File: src/rtl/power_mode_pkg.sv
/*
 * Shared constants and types of the power mode controller.
 * Assumes an 8-bit special-register port driven by the processor core.
 */
`default_nettype none

package power_mode_pkg;

   // ---------------------------------------------------------------
   // Register map
   // ---------------------------------------------------------------
   localparam logic [7:0] POWER_CONTROL_ADDR  = 8'h87;
   localparam logic [7:0] CLOCK_CONTROL_ADDR  = 8'hf9;
   localparam logic [7:0] POWER_CONTROL_RESET = 8'h00;
   localparam logic [7:0] CLOCK_CONTROL_RESET = 8'h50;

   localparam int BIT_HALT_CORE  = 0;
   localparam int BIT_DEEP_SLEEP = 1;
   localparam int BIT_UART1_TX   = 2;
   localparam int BIT_UART1_RX   = 3;
   localparam int BIT_COLD_START = 4;
   localparam int BIT_RESERVED   = 5;
   localparam int BIT_UART1_DBL  = 6;
   localparam int BIT_UART0_DBL  = 7;
   localparam int BIT_AUTO_SPEED = 3;
   localparam int PRESCALE_LSB   = 0;
   localparam int PRESCALE_W     = 3;

   // ---------------------------------------------------------------
   // Timing
   // ---------------------------------------------------------------
   localparam int RESTART_MACHINE_CYCLES = 3;
   localparam int CORE_TICKS_PER_MACHINE = 4;
   localparam int PRESCALE_MAX_SHIFT     = 11;
   localparam logic [7:0] BUS_PARK_BYTE  = 8'hff;
   localparam int PORT_BITS              = 24;

   // ---------------------------------------------------------------
   // Types
   // ---------------------------------------------------------------
   typedef enum logic [1:0] {
      MODE_RUN,
      MODE_IDLE,
      MODE_DEEP,
      MODE_RESTART
   } mode_t;

   typedef struct packed {
      logic external_irq_a;
      logic external_irq_b;
      logic timers;
      logic uarts;
      logic spi;
      logic counter_array;
      logic usb;
   } irq_src_t;

   typedef struct packed {
      logic power_on;
      logic ext_pin;
      logic low_voltage;
      logic debug_cmd;
      logic watchdog;
   } sup_reset_t;

   typedef struct packed {
      logic       ale;
      logic       program_strobe_n;
      logic       read_strobe_n;
      logic       write_strobe_n;
      logic [7:0] muxed_address_data;
      logic [7:0] high_address;
   } ext_bus_t;

   // Divisor as a power of two: 1,2,4,8,16,32,1024,2048
   function automatic logic [3:0] prescale_shift(input logic [2:0] code);
      case (code)
         3'h0:    prescale_shift = 4'h0;
         3'h1:    prescale_shift = 4'h1;
         3'h2:    prescale_shift = 4'h2;
         3'h3:    prescale_shift = 4'h3;
         3'h4:    prescale_shift = 4'h4;
         3'h5:    prescale_shift = 4'h5;
         3'h6:    prescale_shift = 4'ha;
         default: prescale_shift = 4'hb;
      endcase
   endfunction

endpackage

`default_nettype wire

File: src/rtl/core_clock_prescaler.sv
/*
 * Divides the oscillator clock into a core tick pulse.
 * Assumes the select code is stable or changes only between ticks.
 */
`default_nettype none

module core_clock_prescaler #(
   parameter int CNT_W = power_mode_pkg::PRESCALE_MAX_SHIFT
) (
   input  wire logic       clk_sys,
   input  wire logic       sys_rst,
   input  wire logic       stop,
   input  wire logic [2:0] code,
   output logic            tick
);
   import power_mode_pkg::*;

   generate
      if (CNT_W < PRESCALE_MAX_SHIFT)
      begin : g_chk
         $error("prescaler counter too narrow");
      end
   endgenerate

   logic [CNT_W-1:0] count_reg;
   logic [CNT_W-1:0] limit;
   logic [2:0]       code_reg;

   assign limit = CNT_W'((1 << prescale_shift(code)) - 1);
   assign tick  = !stop && (count_reg == limit);

   // Restart the count on a new code so the first period is whole
   always_ff @(posedge clk_sys)
   begin
      if (sys_rst || stop || (code != code_reg))
         count_reg <= '0;
      else if (count_reg == limit)
         count_reg <= '0;
      else
         count_reg <= count_reg + CNT_W'(1);
   end

   always_ff @(posedge clk_sys)
   begin
      if (sys_rst)
         code_reg <= 3'h0;
      else
         code_reg <= code;
   end

endmodule

`default_nettype wire

File: src/rtl/restart_delay.sv
/*
 * Counts a fixed number of core ticks after a supervisor reset.
 * Assumes the tick input is a one-cycle pulse.
 */
`default_nettype none

module restart_delay #(
   parameter int COUNT = power_mode_pkg::RESTART_MACHINE_CYCLES
                       * power_mode_pkg::CORE_TICKS_PER_MACHINE
) (
   input  wire logic clk_sys,
   input  wire logic sys_rst,
   input  wire logic load,
   input  wire logic tick,
   output logic      done
);
   import power_mode_pkg::*;

   generate
      if (COUNT < 1 || COUNT > 255)
      begin : g_chk
         $error("restart count out of range");
      end
   endgenerate

   logic [7:0] left_reg;

   // Ends on the last tick itself, so the hold spans exactly COUNT ticks
   assign done = ((left_reg == 8'h00) || (left_reg == 8'h01 && tick)) && !load;

   always_ff @(posedge clk_sys)
   begin
      if (sys_rst)
         left_reg <= 8'h00;
      else if (load)
         left_reg <= 8'(COUNT);
      else if (tick && left_reg != 8'h00)
         left_reg <= left_reg - 8'h01;
   end

endmodule

`default_nettype wire

File: src/rtl/power_mode_control.sv
/*
 * Power mode control of the microcontroller: idle, deep sleep,
 * core clock prescaling and the power control register.
 * Assumes the core writes registers over the special-register port,
 * that irq_req carries enabled, pending interrupts and that
 * sup_reset carries one-cycle reset events from the supervisor.
 */
// Behaviour
// - Idle stops only the core clock (code also gates the watchdog clock)
// - Interrupt or supervisor reset ends idle
// - Idle starts right after setting write
// - Core state frozen while idle
// - Interrupt clears idle bit, core resumes
// - Supervisor reset: clear idle, restart later
// - Watchdog inactive in idle, others reset
// - Port outputs held in both modes
// - Deep sleep stops oscillator and clocks
// - Deep sleep right after write, state kept
// - Only supervisor resets end deep sleep
// - Bus parked: strobes high, lines ones
// - Three-bit prescaler divides core clock
// - Prescaled clock feeds only core, watchdog
// - Auto restore forces prescaler to zero
// - Cold flag set only by power-on
// - Bit 1 requests deep sleep
// - Baud, reserved and UART1 flag bits
// - Codes select 1 to 2048 divisors
// - Auto restore enable at bit 3
`default_nettype none

module power_mode_control (
   input  wire logic                             clk_sys,
   input  wire logic                             sys_rst,
   input  wire logic [7:0]                       sfr_addr,
   input  wire logic                             sfr_wr_en,
   input  wire logic [7:0]                       sfr_wdata,
   output logic [7:0]                            sfr_rd_data,
   input  wire power_mode_pkg::irq_src_t         irq_req,
   input  wire power_mode_pkg::sup_reset_t       sup_reset,
   input  wire power_mode_pkg::ext_bus_t         core_bus,
   input  wire logic [power_mode_pkg::PORT_BITS-1:0] core_port,
   output logic                                  core_clk_en,
   output logic                                  watchdog_clk_en,
   output logic                                  peripheral_clock_run,
   output logic                                  usb_clock_run,
   output logic                                  osc_run,
   output logic                                  core_restart_hold,
   output logic                                  uart0_baud_double,
   output logic                                  uart1_baud_double,
   output logic                                  uart1_receive_clock_flag,
   output logic                                  uart1_transmit_clock_flag,
   output power_mode_pkg::mode_t                 mode,
   output power_mode_pkg::ext_bus_t              ext_bus,
   output logic [power_mode_pkg::PORT_BITS-1:0]  port_out
);
   import power_mode_pkg::*;

   // ---------------------------------------------------------------
   // Declarations
   // ---------------------------------------------------------------
   logic [7:0]     power_control_reg;
   logic [7:0]     power_control_next;
   logic [7:0]     clock_control_reg;
   logic [7:0]     clock_control_next;
   mode_t          mode_reg;
   mode_t          mode_next;
   ext_bus_t       ext_bus_reg;
   ext_bus_t       parked_bus;
   logic [PORT_BITS-1:0] port_reg;
   logic [7:0]     rd_data_reg;
   logic           wr_power;
   logic           wr_clock;
   logic           irq_any;
   logic           sup_any;
   logic           tick;
   logic           restart_done;
   logic           sleeping;
   logic           deep;

   assign wr_power = sfr_wr_en && (sfr_addr == POWER_CONTROL_ADDR)
                     && (mode_reg == MODE_RUN);
   assign wr_clock = sfr_wr_en && (sfr_addr == CLOCK_CONTROL_ADDR)
                     && (mode_reg == MODE_RUN);
   assign irq_any  = |irq_req;
   assign deep     = (mode_reg == MODE_DEEP);
   assign sleeping = (mode_reg == MODE_IDLE) || deep;

   // ---------------------------------------------------------------
   // Supervisor reset qualification
   // ---------------------------------------------------------------
   // Watchdog masked while idle
   assign sup_any = sup_reset.power_on || sup_reset.ext_pin
                    || sup_reset.low_voltage || sup_reset.debug_cmd
                    || (sup_reset.watchdog && !sleeping);

   // ---------------------------------------------------------------
   // Prescaler and restart delay
   // ---------------------------------------------------------------
   // Oscillator stopped, no ticks
   core_clock_prescaler #(
      .CNT_W   (PRESCALE_MAX_SHIFT)
   ) u_prescaler (
      .clk_sys (clk_sys),
      .sys_rst (sys_rst),
      .stop    (deep),
      .code    (clock_control_reg[PRESCALE_LSB +: PRESCALE_W]),
      .tick    (tick)
   );

   restart_delay #(
      .COUNT   (RESTART_MACHINE_CYCLES * CORE_TICKS_PER_MACHINE)
   ) u_restart (
      .clk_sys (clk_sys),
      .sys_rst (sys_rst),
      .load    (sup_any),
      .tick    (tick),
      .done    (restart_done)
   );

   // ---------------------------------------------------------------
   // Mode sequencing
   // ---------------------------------------------------------------
   always_comb
   begin
      mode_next = mode_reg;
      case (mode_reg)
         MODE_RUN:
         begin
            if (wr_power && sfr_wdata[BIT_DEEP_SLEEP])
               mode_next = MODE_DEEP;
            else if (wr_power && sfr_wdata[BIT_HALT_CORE])
               mode_next = MODE_IDLE;
         end
         MODE_IDLE:
         begin
            if (irq_any)
               mode_next = MODE_RUN;
         end
         MODE_DEEP:
         begin
            mode_next = MODE_DEEP;
         end
         MODE_RESTART:
         begin
            if (restart_done)
               mode_next = MODE_RUN;
         end
         default:
         begin
            mode_next = MODE_RUN;
         end
      endcase
      if (sup_any)
         mode_next = MODE_RESTART;
   end

   always_ff @(posedge clk_sys)
   begin
      if (sys_rst)
         mode_reg <= MODE_RUN;
      else
         mode_reg <= mode_next;
   end

   // ---------------------------------------------------------------
   // Power control register
   // ---------------------------------------------------------------
   always_comb
   begin
      power_control_next = power_control_reg;
      if (wr_power)
      begin
         power_control_next = sfr_wdata;
         // Reserved bit stays zero
         power_control_next[BIT_RESERVED] = 1'b0;
         power_control_next[BIT_COLD_START] =
            power_control_reg[BIT_COLD_START] && sfr_wdata[BIT_COLD_START];
      end
      if (mode_reg == MODE_IDLE && irq_any)
         power_control_next[BIT_HALT_CORE] = 1'b0;
      if (sup_any)
      begin
         // Warm reset keeps the cold flag
         power_control_next = POWER_CONTROL_RESET;
         power_control_next[BIT_COLD_START] =
            power_control_reg[BIT_COLD_START];
         if (sup_reset.power_on)
            power_control_next[BIT_COLD_START] = 1'b1;
      end
   end

   always_ff @(posedge clk_sys)
   begin
      if (sys_rst)
         power_control_reg <= POWER_CONTROL_RESET;
      else
         power_control_reg <= power_control_next;
   end

   // ---------------------------------------------------------------
   // Clock control register
   // ---------------------------------------------------------------
   always_comb
   begin
      clock_control_next = clock_control_reg;
      if (wr_clock)
         clock_control_next = sfr_wdata;
      // Hardware restore wins over a same-cycle firmware write
      // Interrupt restores full speed
      if (clock_control_reg[BIT_AUTO_SPEED] && irq_any && !deep)
         clock_control_next[PRESCALE_LSB +: PRESCALE_W] = 3'h0;
      if (sup_any)
         clock_control_next = CLOCK_CONTROL_RESET;
   end

   always_ff @(posedge clk_sys)
   begin
      if (sys_rst)
         clock_control_reg <= CLOCK_CONTROL_RESET;
      else
         clock_control_reg <= clock_control_next;
   end

   // ---------------------------------------------------------------
   // Register read port
   // ---------------------------------------------------------------
   // Read data is one cycle behind the address
   always_ff @(posedge clk_sys)
   begin
      if (sys_rst)
         rd_data_reg <= 8'h00;
      else if (sfr_addr == POWER_CONTROL_ADDR)
         rd_data_reg <= power_control_reg;
      else if (sfr_addr == CLOCK_CONTROL_ADDR)
         rd_data_reg <= clock_control_reg;
      else
         rd_data_reg <= 8'h00;
   end

   assign sfr_rd_data = rd_data_reg;

   // ---------------------------------------------------------------
   // Clock gating
   // ---------------------------------------------------------------
   // Core halted, peripherals run
   assign core_clk_en = tick && (mode_reg == MODE_RUN);

   assign watchdog_clk_en = tick && !sleeping;

   assign peripheral_clock_run = !deep;
   assign usb_clock_run        = !deep;
   assign osc_run              = !deep;

   // Core held until the delay ends
   assign core_restart_hold = (mode_reg == MODE_RESTART);

   assign uart0_baud_double         = power_control_reg[BIT_UART0_DBL];
   assign uart1_baud_double         = power_control_reg[BIT_UART1_DBL];
   assign uart1_receive_clock_flag  = power_control_reg[BIT_UART1_RX];
   assign uart1_transmit_clock_flag = power_control_reg[BIT_UART1_TX];
   assign mode                      = mode_reg;

   // ---------------------------------------------------------------
   // External bus parking
   // ---------------------------------------------------------------
   always_comb
   begin
      parked_bus                    = core_bus;
      parked_bus.ale                = 1'b0;
      parked_bus.program_strobe_n   = 1'b1;
      parked_bus.read_strobe_n      = 1'b1;
      parked_bus.write_strobe_n     = 1'b1;
      parked_bus.muxed_address_data = BUS_PARK_BYTE;
      parked_bus.high_address       = BUS_PARK_BYTE;
   end

   always_ff @(posedge clk_sys)
   begin
      if (sys_rst)
         ext_bus_reg <= parked_bus;
      else if (sleeping || mode_next == MODE_IDLE
               || mode_next == MODE_DEEP)
         ext_bus_reg <= parked_bus;
      else
         ext_bus_reg <= core_bus;
   end

   assign ext_bus = ext_bus_reg;

   // ---------------------------------------------------------------
   // Port hold
   // ---------------------------------------------------------------
   // Ports default to all ones, the input-ready level
   // Levels frozen while sleeping
   always_ff @(posedge clk_sys)
   begin
      if (sys_rst)
         port_reg <= '1;
      else if (!sleeping)
         port_reg <= core_port;
   end

   assign port_out = port_reg;

endmodule

`default_nettype wire

File: config.mk
export PLATFORM = sky130hd
export DESIGN_NAME = power_mode_control
export DESIGN_NICKNAME = d
export VERILOG_FILES = /design/src/rtl/power_mode_pkg.sv /design/src/rtl/core_clock_prescaler.sv /design/src/rtl/restart_delay.sv /design/src/rtl/power_mode_control.sv
export SDC_FILE = /design/constraint.sdc
export NUM_CORES = 1
export LEC_CHECK = 0
export BUFFER_PORTS_ARGS = -buffer_cell sky130_fd_sc_hd__buf_2
export CAP_MARGIN = 5
export CELL_PAD_IN_SITES_DETAIL_PLACEMENT = 0
export CELL_PAD_IN_SITES_GLOBAL_PLACEMENT = 2
export CORE_MARGIN = 3
export CORE_UTILIZATION = 28
export CTS_CLUSTER_SIZE = 30
export DETAILED_ROUTE_END_ITERATION = 10
export HOLD_SLACK_MARGIN = 0.06
export PLACE_DENSITY = 0.89
export RECOVER_POWER = 100
export REMOVE_ABC_BUFFERS = 1
export SYNTH_ARGS = -nofsm -noshare
export SYNTH_HDL_FRONTEND = slang
export SYNTH_SLANG_ARGS = --single-unit
export TNS_END_PERCENT = 20
File: constraint.sdc
create_clock -name clk_sys -period 4.7 [get_ports clk_sys]
set_input_delay 0.235 -clock clk_sys [delete_from_list [all_inputs] [get_ports clk_sys]]
set_output_delay 0.235 -clock clk_sys [all_outputs]
set_load 0.05 [all_outputs]
* After elaboration in Yosys (flattened, before gate mapping) *
Index checks and enable logic that the tools add are counted.
Widths: inputs -> output; s select.

storage, ports and cells
  RAM bits = 0
  memories kept = 0
  flip-flop bits (word level) = 91
  output and inout bits = 64
  input port bits = 75
  logic and storage cells = 100
  latch bits = 0
  bits in read-only memories = 0

cells by class
  mux-type cells = 15
  div/mod/pow operators = 0
  shifts and indexed selects = 1
  order comparisons = 0
  equal/unequal tests = 17
  bitwise logic cells = 1
  add/subtract/negate cells = 3
  multiply operators = 0
  reduce and logical (&&, ||, !) cells = 44

operators with widths
  cell                   number
  $pmux 4 s7             1
  $logic_and 1x1->1      17
  $eq 8x8->1 const B     2
  $mux 8                 2
  $add 11x1->11 const B  1
  $eq 11x11->1           1
  $shl 1x4->11 const A   1
  $sub 11x2->11 const B  1
  $logic_or 1x1->1       10
  $mux 2                 5
  $mux 5                 2
  $eq 3x3->1 const B     3
  $reduce_or 3->1        3
  $eq 8x1->1 const B     1
  $logic_not 8->1        1
  $mux 4                 2
  $pmux 2 s4             1
  $reduce_bool 8->1      1
  $sub 8x1->8 const B    1
  $reduce_or 7->1        1
  $eq 2x2->1 const B     3
  $eq 3x2->1 const B     2
  $reduce_or 2->1        3
  $eq 2x1->1 const B     2
  10 further kinds       14

* Depth between registers and ports, before layout *
Gate-level depths: netlist of run 1.

  depth after elaboration = 16
  gate-level depth with buffers = 12

* By module *
From an unflattened synthesis of run 1, not the netlist that was laid out.

second synthesis, totals
  cells, all modules = 431
  area total of the unflattened synthesis = 4052.6 um^2

modules (own cells, without submodules)
  module                cells each  instances  sequential area each (um^2)  area each (um^2)
  power_mode_control    255         1          1381.3                       2620.0
  core_clock_prescaler  124         1          280.3                        974.7
  restart_delay         52          1          160.2                        457.9

* Least setup slack after synthesis of run 1 *
Ideal clock, no wire load.

  path kind = reg2out
  start point = reg clock_control_reg[2]
  end point = out watchdog_clk_en
  stages on the path, launching flop included = 10
  path buffers = 2
  arrival = 3.303 ns
  path slack = 1.162 ns
  cells stage by stage = dfxtp_1 clkbuf_1 or3b_2 ha_1 buf_2 or4b_2 nand3_1 xor2_1 nor4_2 nor2b_1

between the ends
  word-level cells in the longest chain between the ends = 7
  elaborated cells on any way between the ends = 13
  classes of those cells = add/sub: 1; eq/ne: 7; shift: 1; mux: 1; reduce/logical: 3

RTL lines
  element                             RTL line                    RTL
  start, declared                     power_mode_control.sv:63    logic [7:0] clock_control_reg;
  start signal, assigned              power_mode_control.sv:221   clock_control_reg <= clock_control_next;
  $eq 3x3->1 (tied with other cells)  power_mode_pkg.sv:77        case (code)
  $pmux 4 s7 (*)                      power_mode_pkg.sv:77
  $shl 1x4->11 (*)                    core_clock_prescaler.sv:29  assign limit = CNT_W'((1 << prescale_shift(code)) - 1);
  $sub 11x2->11 (*)                   core_clock_prescaler.sv:29
  $eq 11x11->1 (*)                    core_clock_prescaler.sv:30  assign tick = !stop && (count_reg == limit);
  $logic_and 1x1->1 (*)               core_clock_prescaler.sv:30
  $logic_and 1x1->1 (*)               power_mode_control.sv:248   assign watchdog_clk_en = tick && !sleeping;
  end, declared                       power_mode_control.sv:43    output logic watchdog_clk_en,

Every way passes the cells marked *; elsewhere a longest branch is shown, timed or not.

* Final worst setup path of run 1 *
  start point = reg clock_control_reg[0]
  end point = out watchdog_clk_en

Same word-level chain as after synthesis.

==> results of run 1 <==
==> path summary, 6_finish.rpt <==
kind,to,slack (ps),cells after the start,start
worst min-delay path,ext_bus[0],80,3,core_bus[0]
worst max register to register,ext_bus[19],880,9,clock_control_reg[0]
worst min register to register,port_out[9],470,1,port_out[9]
worst max-delay path,watchdog_clk_en,640,8,clock_control_reg[0]
==> synth_stat cells (all sizes together) (4+ instances only) <==
| library cell | count |
|---|---|
| dfxtp | 91 |
| nor2 | 57 |
| nand2 | 31 |
| nor2b | 29 |
| a211o | 24 |
| xor2 | 16 |
| mux2i | 15 |
| clkbuf | 13 |
| nand3 | 12 |
| and3 | 9 |
| ha | 9 |
| xnor2 | 9 |
| a22o | 8 |
| buf | 8 |
| inv | 8 |
| a21oi | 6 |
| nor4 | 6 |
| or3 | 5 |
| o31ai | 4 |
==> power by group <==
group / total, mW / switching [mW] / internal [mW]
Clock: 0.827 / 0.302 / 0.525
Sequential: 0.826 / 0.0187 / 0.807
Combinational: 0.293 / 0.215 / 0.0780
Total: 1.95 / 0.536 / 1.41
==> cell type report <==
class	instances	area (um2)
Timing Repair Buffer	141	624
Sequential cell	91	1820
Inverter	8	30.0
Clock buffer	11	233
Tap cell	172	215
Fill cell	1353	8030
Multi-Input combinational cell	278	1820
Clock inverter	5	110
==> worst register-to-register path: cells and delay by family (launching register included) <==
kind                       cells  cell delay [ps]
DFF                            1              550
AOI/OAI and AO/OA              1              390
and+or+nand+nor                5             2040
xor gates and xnor gates       2              450
adders and majority gates      1              280
==> logic make-up (layout without fill, tap and decap cells) <==
family                   Yosys count  in the layout
flip-flops                        91             91
AO/OA/AOI/OAI                     57             57
adder cells (fa/ha/maj)            9              9
AND/OR/NAND/NOR                  172            172
buffers and inverters             29            165
multiplexers                      15             15
XOR/XNOR                          25             25
==> routing by layer <==
metal	vias to the layer above	global-route usage, %	wire length (um)
li1	1636	-	-
met1	1502	16.3	4250
met3	14	4.97	820
met4	0	5.81	175
met5	-	0	0
met2	103	19.6	4080
==> flow_summary.json, run 1 <==
{
  "outcome": "finished, violations left",
  "violations": "capacitance limit, slew limit",
  "num_rows": 41,
  "wl_um": 9330,
  "synth_ff_type": "dfxtp_1",
  "most-common-layout-cells": "dfxtp_1 (91), buf_2 (73), clkbuf_1 (69)",
  "drtPass1Iterations": 4,
  "crit_buf_inv": 1,
  "relSlewSlack_pct": -44.5,
  "fin_skew_ps": 10.8,
  "grt_pass1_wl_um": 15400,
  "synthSimpleGateAreaFrac_pct": 23.4,
  "worst_slew_pin_slew_ps": 2170,
  "ir_drop_mv": 0.177,
  "critPathMaxStageDelay_ps": 620,
  "grt_usage_pct": 12.9,
  "rsz0062_at_grt": "no",
  "ys_ff_latch": 91,
  "largest_reg_flops": 24,
  "synthCells": 398,
  "gp_congestion": 0.785,
  "p_per_area_mw_per_mm2": 401,
  "avgViaCountPerCell": 4.61,
  "synth_fa_ha_area_share_pct": 3.00,
  "place_area_mm2": 0.00460,
  "ys_async_sr_fraction_pct": 0,
  "total_power_mw": 1.95,
  "fin_crit_ps": 4060,
  "crit_fanout": 12,
  "utilization_pct": 37.7,
  "synth-compound-area-share_pct": 11.9,
  "finalHoldViolCount": 0,
  "io_buffers": 138,
  "yosysTopAreaCell": "dfxtp_1",
  "startpoint_type": "register",
  "nets": 613,
  "yosysSeqAreaShare_pct": 48.6,
  "min_path_type": "input port to register",
  "cp_cell_sequence": "or3b_2, ha_1, or4b_2, nand3_1, xor2_1, nor4_2, nor2b_1, clkbuf_1",
  "grt_overflow_total": 0,
  "pre_cts_ws_ps": 887,
  "setup_viol": 0,
  "io_pins": 139,
  "drc": 0,
  "synth_edf_count": 0,
  "start_util_pct": 29.1,
  "grt_max_degree": 53,
  "fin_area_mm2": 0.00485,
  "root_buffer": "clkbuf_16",
  "maxCapViolCount": 1,
  "slew_violations": 53,
  "critical_path_required_ps": 4470,
  "placed_cells": 690,
  "synth.area.top_cells": "dfxtp_1 (49%), nor2_1 (5.7%), a211o_1 (5.6%)",
  "dieArea_mm2": 0.0148,
  "leakagePower_nw": 1.97,
  "synth_top_family_by_area": "simple AND/OR/NAND/NOR gates",
  "timing.hold.ws_ps": 76.8,
  "setup_tns_ps": 0,
  "netlist_area_mm2": 0.00375,
  "cts.repair.resized": 0,
  "hpwlAfterDp_um": 6700,
  "antenna_found_initial": 0,
  "clk_path_buf_depth": 2,
  "max_freq_mhz": 246,
  "cts_sinks": 91,
  "via_count": 3255,
  "hold_buffers": 0,
  "die_y_um": 122,
  "fin_crit_sh_pct": 86.4,
  "yosysUniqueCellTypes": 43,
  "insertion_delay_ps": 340,
  "crit_type": "register to output pin",
  "muxShareOfSynthArea_pct": 4.00,
  "h-tree-depth": 3,
  "synth_xor_area_share_pct": 5.84,
  "layout_commonest_cell": "dfxtp_1",
  "final_cells": 706,
  "area_growth_pct": 29.3,
  "postCtsSetupBuffers": 0,
  "syn_avg_cell_area_um2": 9.42,
  "cpLargestDelayFamily": "simple AND/OR/NAND/NOR gates",
  "core-area_mm2": 0.0129,
  "die_x_um": 122,
  "grt_pass1_vias": 3293,
  "cts_made_buffers": 9,
  "wire_per_inst_um": 13.2,
  "drive_gt1_share_pct": 18.2,
  "critPathArrivalTime_ps": 3830,
  "yosys_warnings": 0,
  "synth_top_area_share_pct": 48.6,
  "antenna_left": 0,
  "crit_path_end_kind": "output pin",
  "drt_iter0_drc": 138,
  "cts_tree": "built",
  "diodes": 0,
  "crit_path_top_delay_cell": "or4b_2",
  "cts.reportedPaths.clkPinSlew_ps": 70,
  "worst_slack_ps": 637
}
Note: power is estimated with default switching activity, not from simulation.
==> inputs of run 2 (changes only) <==
Settings changed: ABC_AREA from default to 1, CORE_UTILIZATION 28 to 27, CTS_CLUSTER_DIAMETER from default to 50, PLACE_DENSITY 0.89 to 0.91.
==> run 2 against run 1 <==
Compared with the run above: core utilization fell by 2.4 points; combinational power rose by 3%; worst setup slack improved by 380 ps; wire length rose by 18%; clock power fell by 6.8%; clock skew fell by 2.7 ps; die area rose by 10%; the flow now finishes without violations; critical endpoint is now core_clk_en; first-iteration DRC count fell by 16%; largest cell class unchanged; non-clock buffer count fell by 2.
==> flow_summary.json, run 2 <==
{
  "crit_path_end_kind": "output pin",
  "outcome": "finished clean",
  "yosysUniqueCellTypes": 39,
  "cts.repair.resized": 0,
  "drc": 0,
  "fill_cells": 1549,
  "synth_ff_type": "dfxtp_1",
  "synthTopCellsByCount": "nand2_1 (131), dfxtp_1 (91), inv_1 (63)",
  "diodes": 0,
  "max_freq_mhz": 272,
  "worstHoldEndpoint": "port_out[13]",
  "worst_slack_ps": 1020,
  "start_util_pct": 28.2,
  "grt_usage_pct": 13.7,
  "seqCellArea_mm2": 0.00182,
  "io_pins": 139,
  "fin_area_mm2": 0.00501,
  "drt_iter0_drc": 116,
  "synth_xor_area_share_pct": 2.62,
  "place_area_mm2": 0.00481,
  "ir_drop_mv": 0.261,
  "root_buffer": "clkbuf_16",
  "gp_congestion": 0.796,
  "antenna_found_initial": 0,
  "synth.area.top_cells": "dfxtp_1 (45%), nand2_1 (12%), nand3_1 (6.1%)",
  "slew_violations": 0,
  "nets": 749,
  "timing.hold.ws_ps": 85.7,
  "rsz0062_at_grt": "no",
  "total_power_mw": 1.90,
  "wire_per_inst_um": 12.9,
  "maxCapViolCount": 0,
  "yosys_warnings": 0,
  "io_buffers": 138,
  "cts_sinks": 91,
  "largest_reg_flops": 24,
  "grt_overflow_total": 0,
  "layout_commonest_cell": "nand2_1",
  "insertion_delay_ps": 340,
  "ys_async_sr_fraction_pct": 0,
  "ff2ff_path_depth": 20,
  "fin_skew_ps": 8.10,
  "dieArea_mm2": 0.0163,
  "hold_depth": 3,
  "synth_top_area_share_pct": 45.5,
  "yosysSeqAreaShare_pct": 45.5,
  "muxShareOfSynthArea_pct": 0,
  "fin_crit_ps": 3680,
  "netlist_area_mm2": 0.00401,
  "grt_max_degree": 31,
  "crit_type": "register to output pin",
  "cts.reportedPaths.clkPinSlew_ps": 70,
  "synthSimpleGateAreaFrac_pct": 32.7,
  "via_count": 3896,
  "wl_um": 11000,
  "utilization_pct": 35.3,
  "syn_avg_cell_area_um2": 7.46,
  "drive_gt1_share_pct": 14.8,
  "drtPass1Iterations": 5,
  "startpoint_type": "register",
  "relSlewSlack_pct": 19.9,
  "postCtsSetupBuffers": 0,
  "synth-compound-area-share_pct": 6.78,
  "synthCells": 537,
  "timing.rr.end": "ext_bus[19]",
  "avgViaCountPerCell": 4.58,
  "worst_slew_pin_slew_ps": 1200,
  "antenna_left": 0,
  "ys_ff_latch": 91,
  "finalHoldViolCount": 0,
  "critPathArrivalTime_ps": 3440,
  "yosysTopAreaCell": "dfxtp_1",
  "rrSetupSlack_ps": 1270,
  "pre_cts_ws_ps": 1680,
  "grt_pass1_wl_um": 18100,
  "clk_path_buf_depth": 2,
  "placed_cells": 834,
  "synth_top_family_by_area": "simple AND/OR/NAND/NOR gates",
  "h-tree-depth": 3,
  "most-common-layout-cells": "nand2_1 (132), dfxtp_1 (91), buf_2 (72)",
  "leakagePower_nw": 2.27,
  "min_path_type": "input port to register",
  "cts_tree": "built",
  "hpwlAfterDp_um": 8350,
  "grt_pass1_vias": 3792,
  "final_cells": 850,
  "hold_start": "core_port[13]",
  "synth_edf_count": 0,
  "multi_input_area_mm2": 0.00177,
  "fin_crit_sh_pct": 78.3,
  "reg2reg_from": "clock_control_reg[2]",
  "area_growth_pct": 25.1,
  "die_y_um": 128,
  "core-area_mm2": 0.0142,
  "setup_viol": 0,
  "critical_path_required_ps": 4470,
  "hold_buffers": 0,
  "die_x_um": 128,
  "num_rows": 43,
  "synth_fa_ha_area_share_pct": 2.81,
  "p_per_area_mw_per_mm2": 379,
  "yosysMostFrequentCell": "nand2_1",
  "setup_tns_ps": 0,
  "crit_fanout": 10,
  "cts_made_buffers": 9
}
[run 2: cell count changes after synthesis, sizes merged, moves of 7 or more]
cell / before / now
nand4: 2 / 23
nand3: 12 / 51
o21ai: 3 / 12
a21oi: 6 / 21
inv: 8 / 68
nand2: 31 / 136
a211o: 24 / 0
nor2b: 29 / 0
xnor2: 9 / 1
and3: 9 / 2
a22o: 8 / 0
mux2i: 15 / 0
[run 2: cell type report]
| cell class | instances | area share [%] |
|---|---|---|
| clock buffers | 9 | 4.49 |
| clock inverters | 7 | 1.85 |
| repair buffers | 139 | 12.3 |
| inverters | 69 | 5.19 |
| well taps | 180 | 4.49 |
| flip-flops and latches | 91 | 36.3 |
| multi-input cells | 355 | 35.3 |
[run 2: worst max-delay path, stage by stage, from the launching register on]
cell and delay, ps:
dfxtp_1 520, clkinvlp_2 450, nand2_2 190, ha_1 280, inv_1 60, nand2_1 80
nand3_1 80, nand2_1 90, nand2_1 60, clkinv_1 40, nand3_1 50, nor2_1 130
nand2_1 100, nor2_1 240, inv_1 90, nor2_1 130, clkbuf_1 510
[run 2: where the power goes]
| part | switching, mW | internal, mW |
|---|---|---|
| combinational | 0.232 | 0.0708 |
| clock | 0.306 | 0.465 |
| sequential | 0.0189 | 0.807 |
[run 2: metal layers]
metal	part of all wire [%]	vias up	global-route usage [%]
met3	9.6	10	5.42
met2	44	149	21.4
li1	-	1986	-
met5	0	-	0
met4	1.3	0	4.12
met1	45	1751	17.3
[run 2: worst max-delay path by stage]
stage,start,end,slack (ps),cells after the start
4_1_cts,clock_control_reg[1],watchdog_clk_en,1620,16
5_1_grt,clock_control_reg[2],core_clk_en,630,16
2_1_floorplan,mode[0],ext_bus[19],1450,12
6_report,clock_control_reg[2],core_clk_en,1020,16
3_3_place_gp,clock_control_reg[1],ext_bus[19],1780,20
3_5_place_dp,clock_control_reg[1],ext_bus[3],1680,20
[run 2: kinds of logic after synthesis]
| group | Yosys count |
|---|---|
| and+or+nand+nor | 287 |
| AOI/OAI and AO/OA | 47 |
| adders and majority gates | 9 |
| buffers and inverters | 91 |
| DFF | 91 |
| xor gates and xnor gates | 12 |
==> inputs of run 3 (changes only) <==
Settings changed: ABC_AREA 1 to 0, CORE_UTILIZATION 27 to 28, PLACE_DENSITY 0.91 to 0.89.
Clock period 4.7 ns to 3.4 ns, I/O delays scaled along.
==> run 3 against run 2 <==
Compared with the run above: the run now ends with capacitance limit, slew limit left; flip-flop and latch count did not move; sequential share of layout area shrank 0.98 points; clock skew increased by 2.5 ps; count of clock-buffer cells in the layout is 1 higher; core utilization grew 4.7 points; largest power group unchanged; highest routed layer unchanged.
==> flow_summary.json, run 3 (same netlist as run 1, synthesis figures left out) <==
{
  "drt_iter0_drc": 133,
  "drc": 0,
  "largest_reg_flops": 24,
  "cp-endpoint": "ext_bus[18]",
  "fin_crit_ps": 3230,
  "root_buffer": "clkbuf_16",
  "postCtsSetupBuffers": 0,
  "startpoint_type": "register",
  "p_per_area_mw_per_mm2": 501,
  "dieArea_mm2": 0.0148,
  "reg2reg_from": "clock_control_reg[0]",
  "grt_pass1_wl_um": 15900,
  "pre_cts_ws_ps": 110,
  "io_buffers": 138,
  "fin_skew_ps": 10.6,
  "outcome": "finished, violations left",
  "avgViaCountPerCell": 4.55,
  "critical_path_required_ps": 3640,
  "leakagePower_nw": 2.13,
  "final_cells": 740,
  "violations": "capacitance limit, slew limit",
  "cts_made_buffers": 9,
  "die_y_um": 122,
  "hold_depth": 3,
  "die_x_um": 122,
  "wire_per_inst_um": 13.1,
  "antenna_left": 0,
  "crit_path_end_kind": "register",
  "crit_type": "register to register",
  "wl_um": 9690,
  "timing.rr.end": "ext_bus[18]",
  "clk_path_buf_depth": 2,
  "relSlewSlack_pct": -26.5,
  "hpwlAfterDp_um": 6810,
  "gp_congestion": 0.731,
  "rrSetupSlack_ps": 170,
  "slew_violations": 41,
  "h-tree-depth": 3,
  "cts_tree": "built",
  "core-area_mm2": 0.0129,
  "antenna_found_initial": 0,
  "crit_fanout": 19,
  "num_rows": 41,
  "via_count": 3368,
  "setup_tns_ps": 0,
  "worst_slack_ps": 172,
  "ir_drop_mv": 0.262,
  "setup_viol": 0,
  "total_power_mw": 2.58,
  "layout_commonest_cell": "dfxtp_1",
  "nets": 647,
  "drive_gt1_share_pct": 20.1,
  "ff2ff_path_depth": 10,
  "min_path_type": "input port to register",
  "insertion_delay_ps": 340,
  "finalHoldViolCount": 0,
  "area_growth_pct": 37.3,
  "cp-startpoint": "clock_control_reg[0]",
  "most-common-layout-cells": "dfxtp_1 (91), buf_2 (73), clkbuf_1 (65)",
  "drtPass1Iterations": 4,
  "grt_max_degree": 53,
  "rsz0062_at_grt": "no",
  "diodes": 0,
  "cts_sinks": 91,
  "grt_pass1_vias": 3424,
  "placed_cells": 701,
  "max_freq_mhz": 310,
  "grt_overflow_total": 0,
  "start_util_pct": 29.1,
  "critPathArrivalTime_ps": 3460,
  "io_pins": 139,
  "grt_usage_pct": 13.5,
  "cts.reportedPaths.clkPinSlew_ps": 70,
  "fin_crit_sh_pct": 94.9,
  "maxCapViolCount": 1,
  "worst_slew_pin_slew_ps": 1900
}
run 3: changes by cell type in the layout (fill, tap and decap cells not counted), moves of 15 or more:
cell / delta
nand2_1: -101
a21oi_1: -15
mux2i_1: +15
nand4_1: -21
a211o_1: +24
dlygate4sd3_1: +23
nand3_1: -38
nor2b_1: +29
inv_1: -58
run 3: worst min path at each step:
| stage | endpoint | startpoint | slack (ps) |
|---|---|---|---|
| after floorplan | u_restart.left_reg[2] | sys_rst | 240 |
| after global placement | ext_bus[3] | core_bus[3] | 360 |
| after detailed placement | ext_bus[10] | core_bus[10] | 360 |
| after CTS | clock_control_reg[5] | sfr_wdata[5] | 70 |
| after global routing | clock_control_reg[5] | sfr_wdata[5] | 90 |
| final | clock_control_reg[5] | sfr_wdata[5] | 80 |
run 3: metrics by stage:
stage          cell area [um2]  utilization [%]  hold slack [ps]
4_1_cts                   5220             40.6             68.4
2_1_floorplan             3660                -              239
3_3_place_gp              4690             36.4              356
5_1_grt                   5150             40.0             86.6
6_report                  5150             40.0             78.9
3_5_place_dp              4690             36.4              361
run 3: metal layers:
metal	vias to the layer above	global-route usage (%)	wire length (um)
met4	0	5.67	172
met5	-	0	0
met1	1552	15.9	4370
met2	98	22.2	4430
li1	1706	-	-
met3	12	4.78	717
run 3: cell type report:
class / instances / area (um2)
repair buffers: 175 / 955
multi-input cells: 278 / 1830
well taps: 172 / 215
clock buffers: 10 / 239
flip-flops and latches: 91 / 1820
clock inverters: 6 / 62.6
inverters: 8 / 30.0
fillers: 1293 / 7720
run 3: report_power, final:
| group | switching, mW | total (mW) | internal [mW] | leakage, nW |
|---|---|---|---|---|
| Sequential | 0.0257 | 1.14 | 1.12 | 0.745 |
| Clock | 0.419 | 1.01 | 0.590 | 0.153 |
| Combinational | 0.303 | 0.432 | 0.129 | 1.23 |
run 3: worst max-delay path, stage by stage, from the launching register on:
cell and delay (ps):
dfxtp_1 370, or3b_2 460, ha_1 210, or4b_2 610, nand3_1 120, xor2_1 110, or4_1 540, a31oi_2 270
xnor2_2 190, buf_12 180, nand2_1 60
run 3: repair_timing:
item,4_1_cts,5_1_grt
resized for setup,0,3
hold buffers,23,0
setup endpoints to repair,0,20
endpoints found under the hold margin,23,0
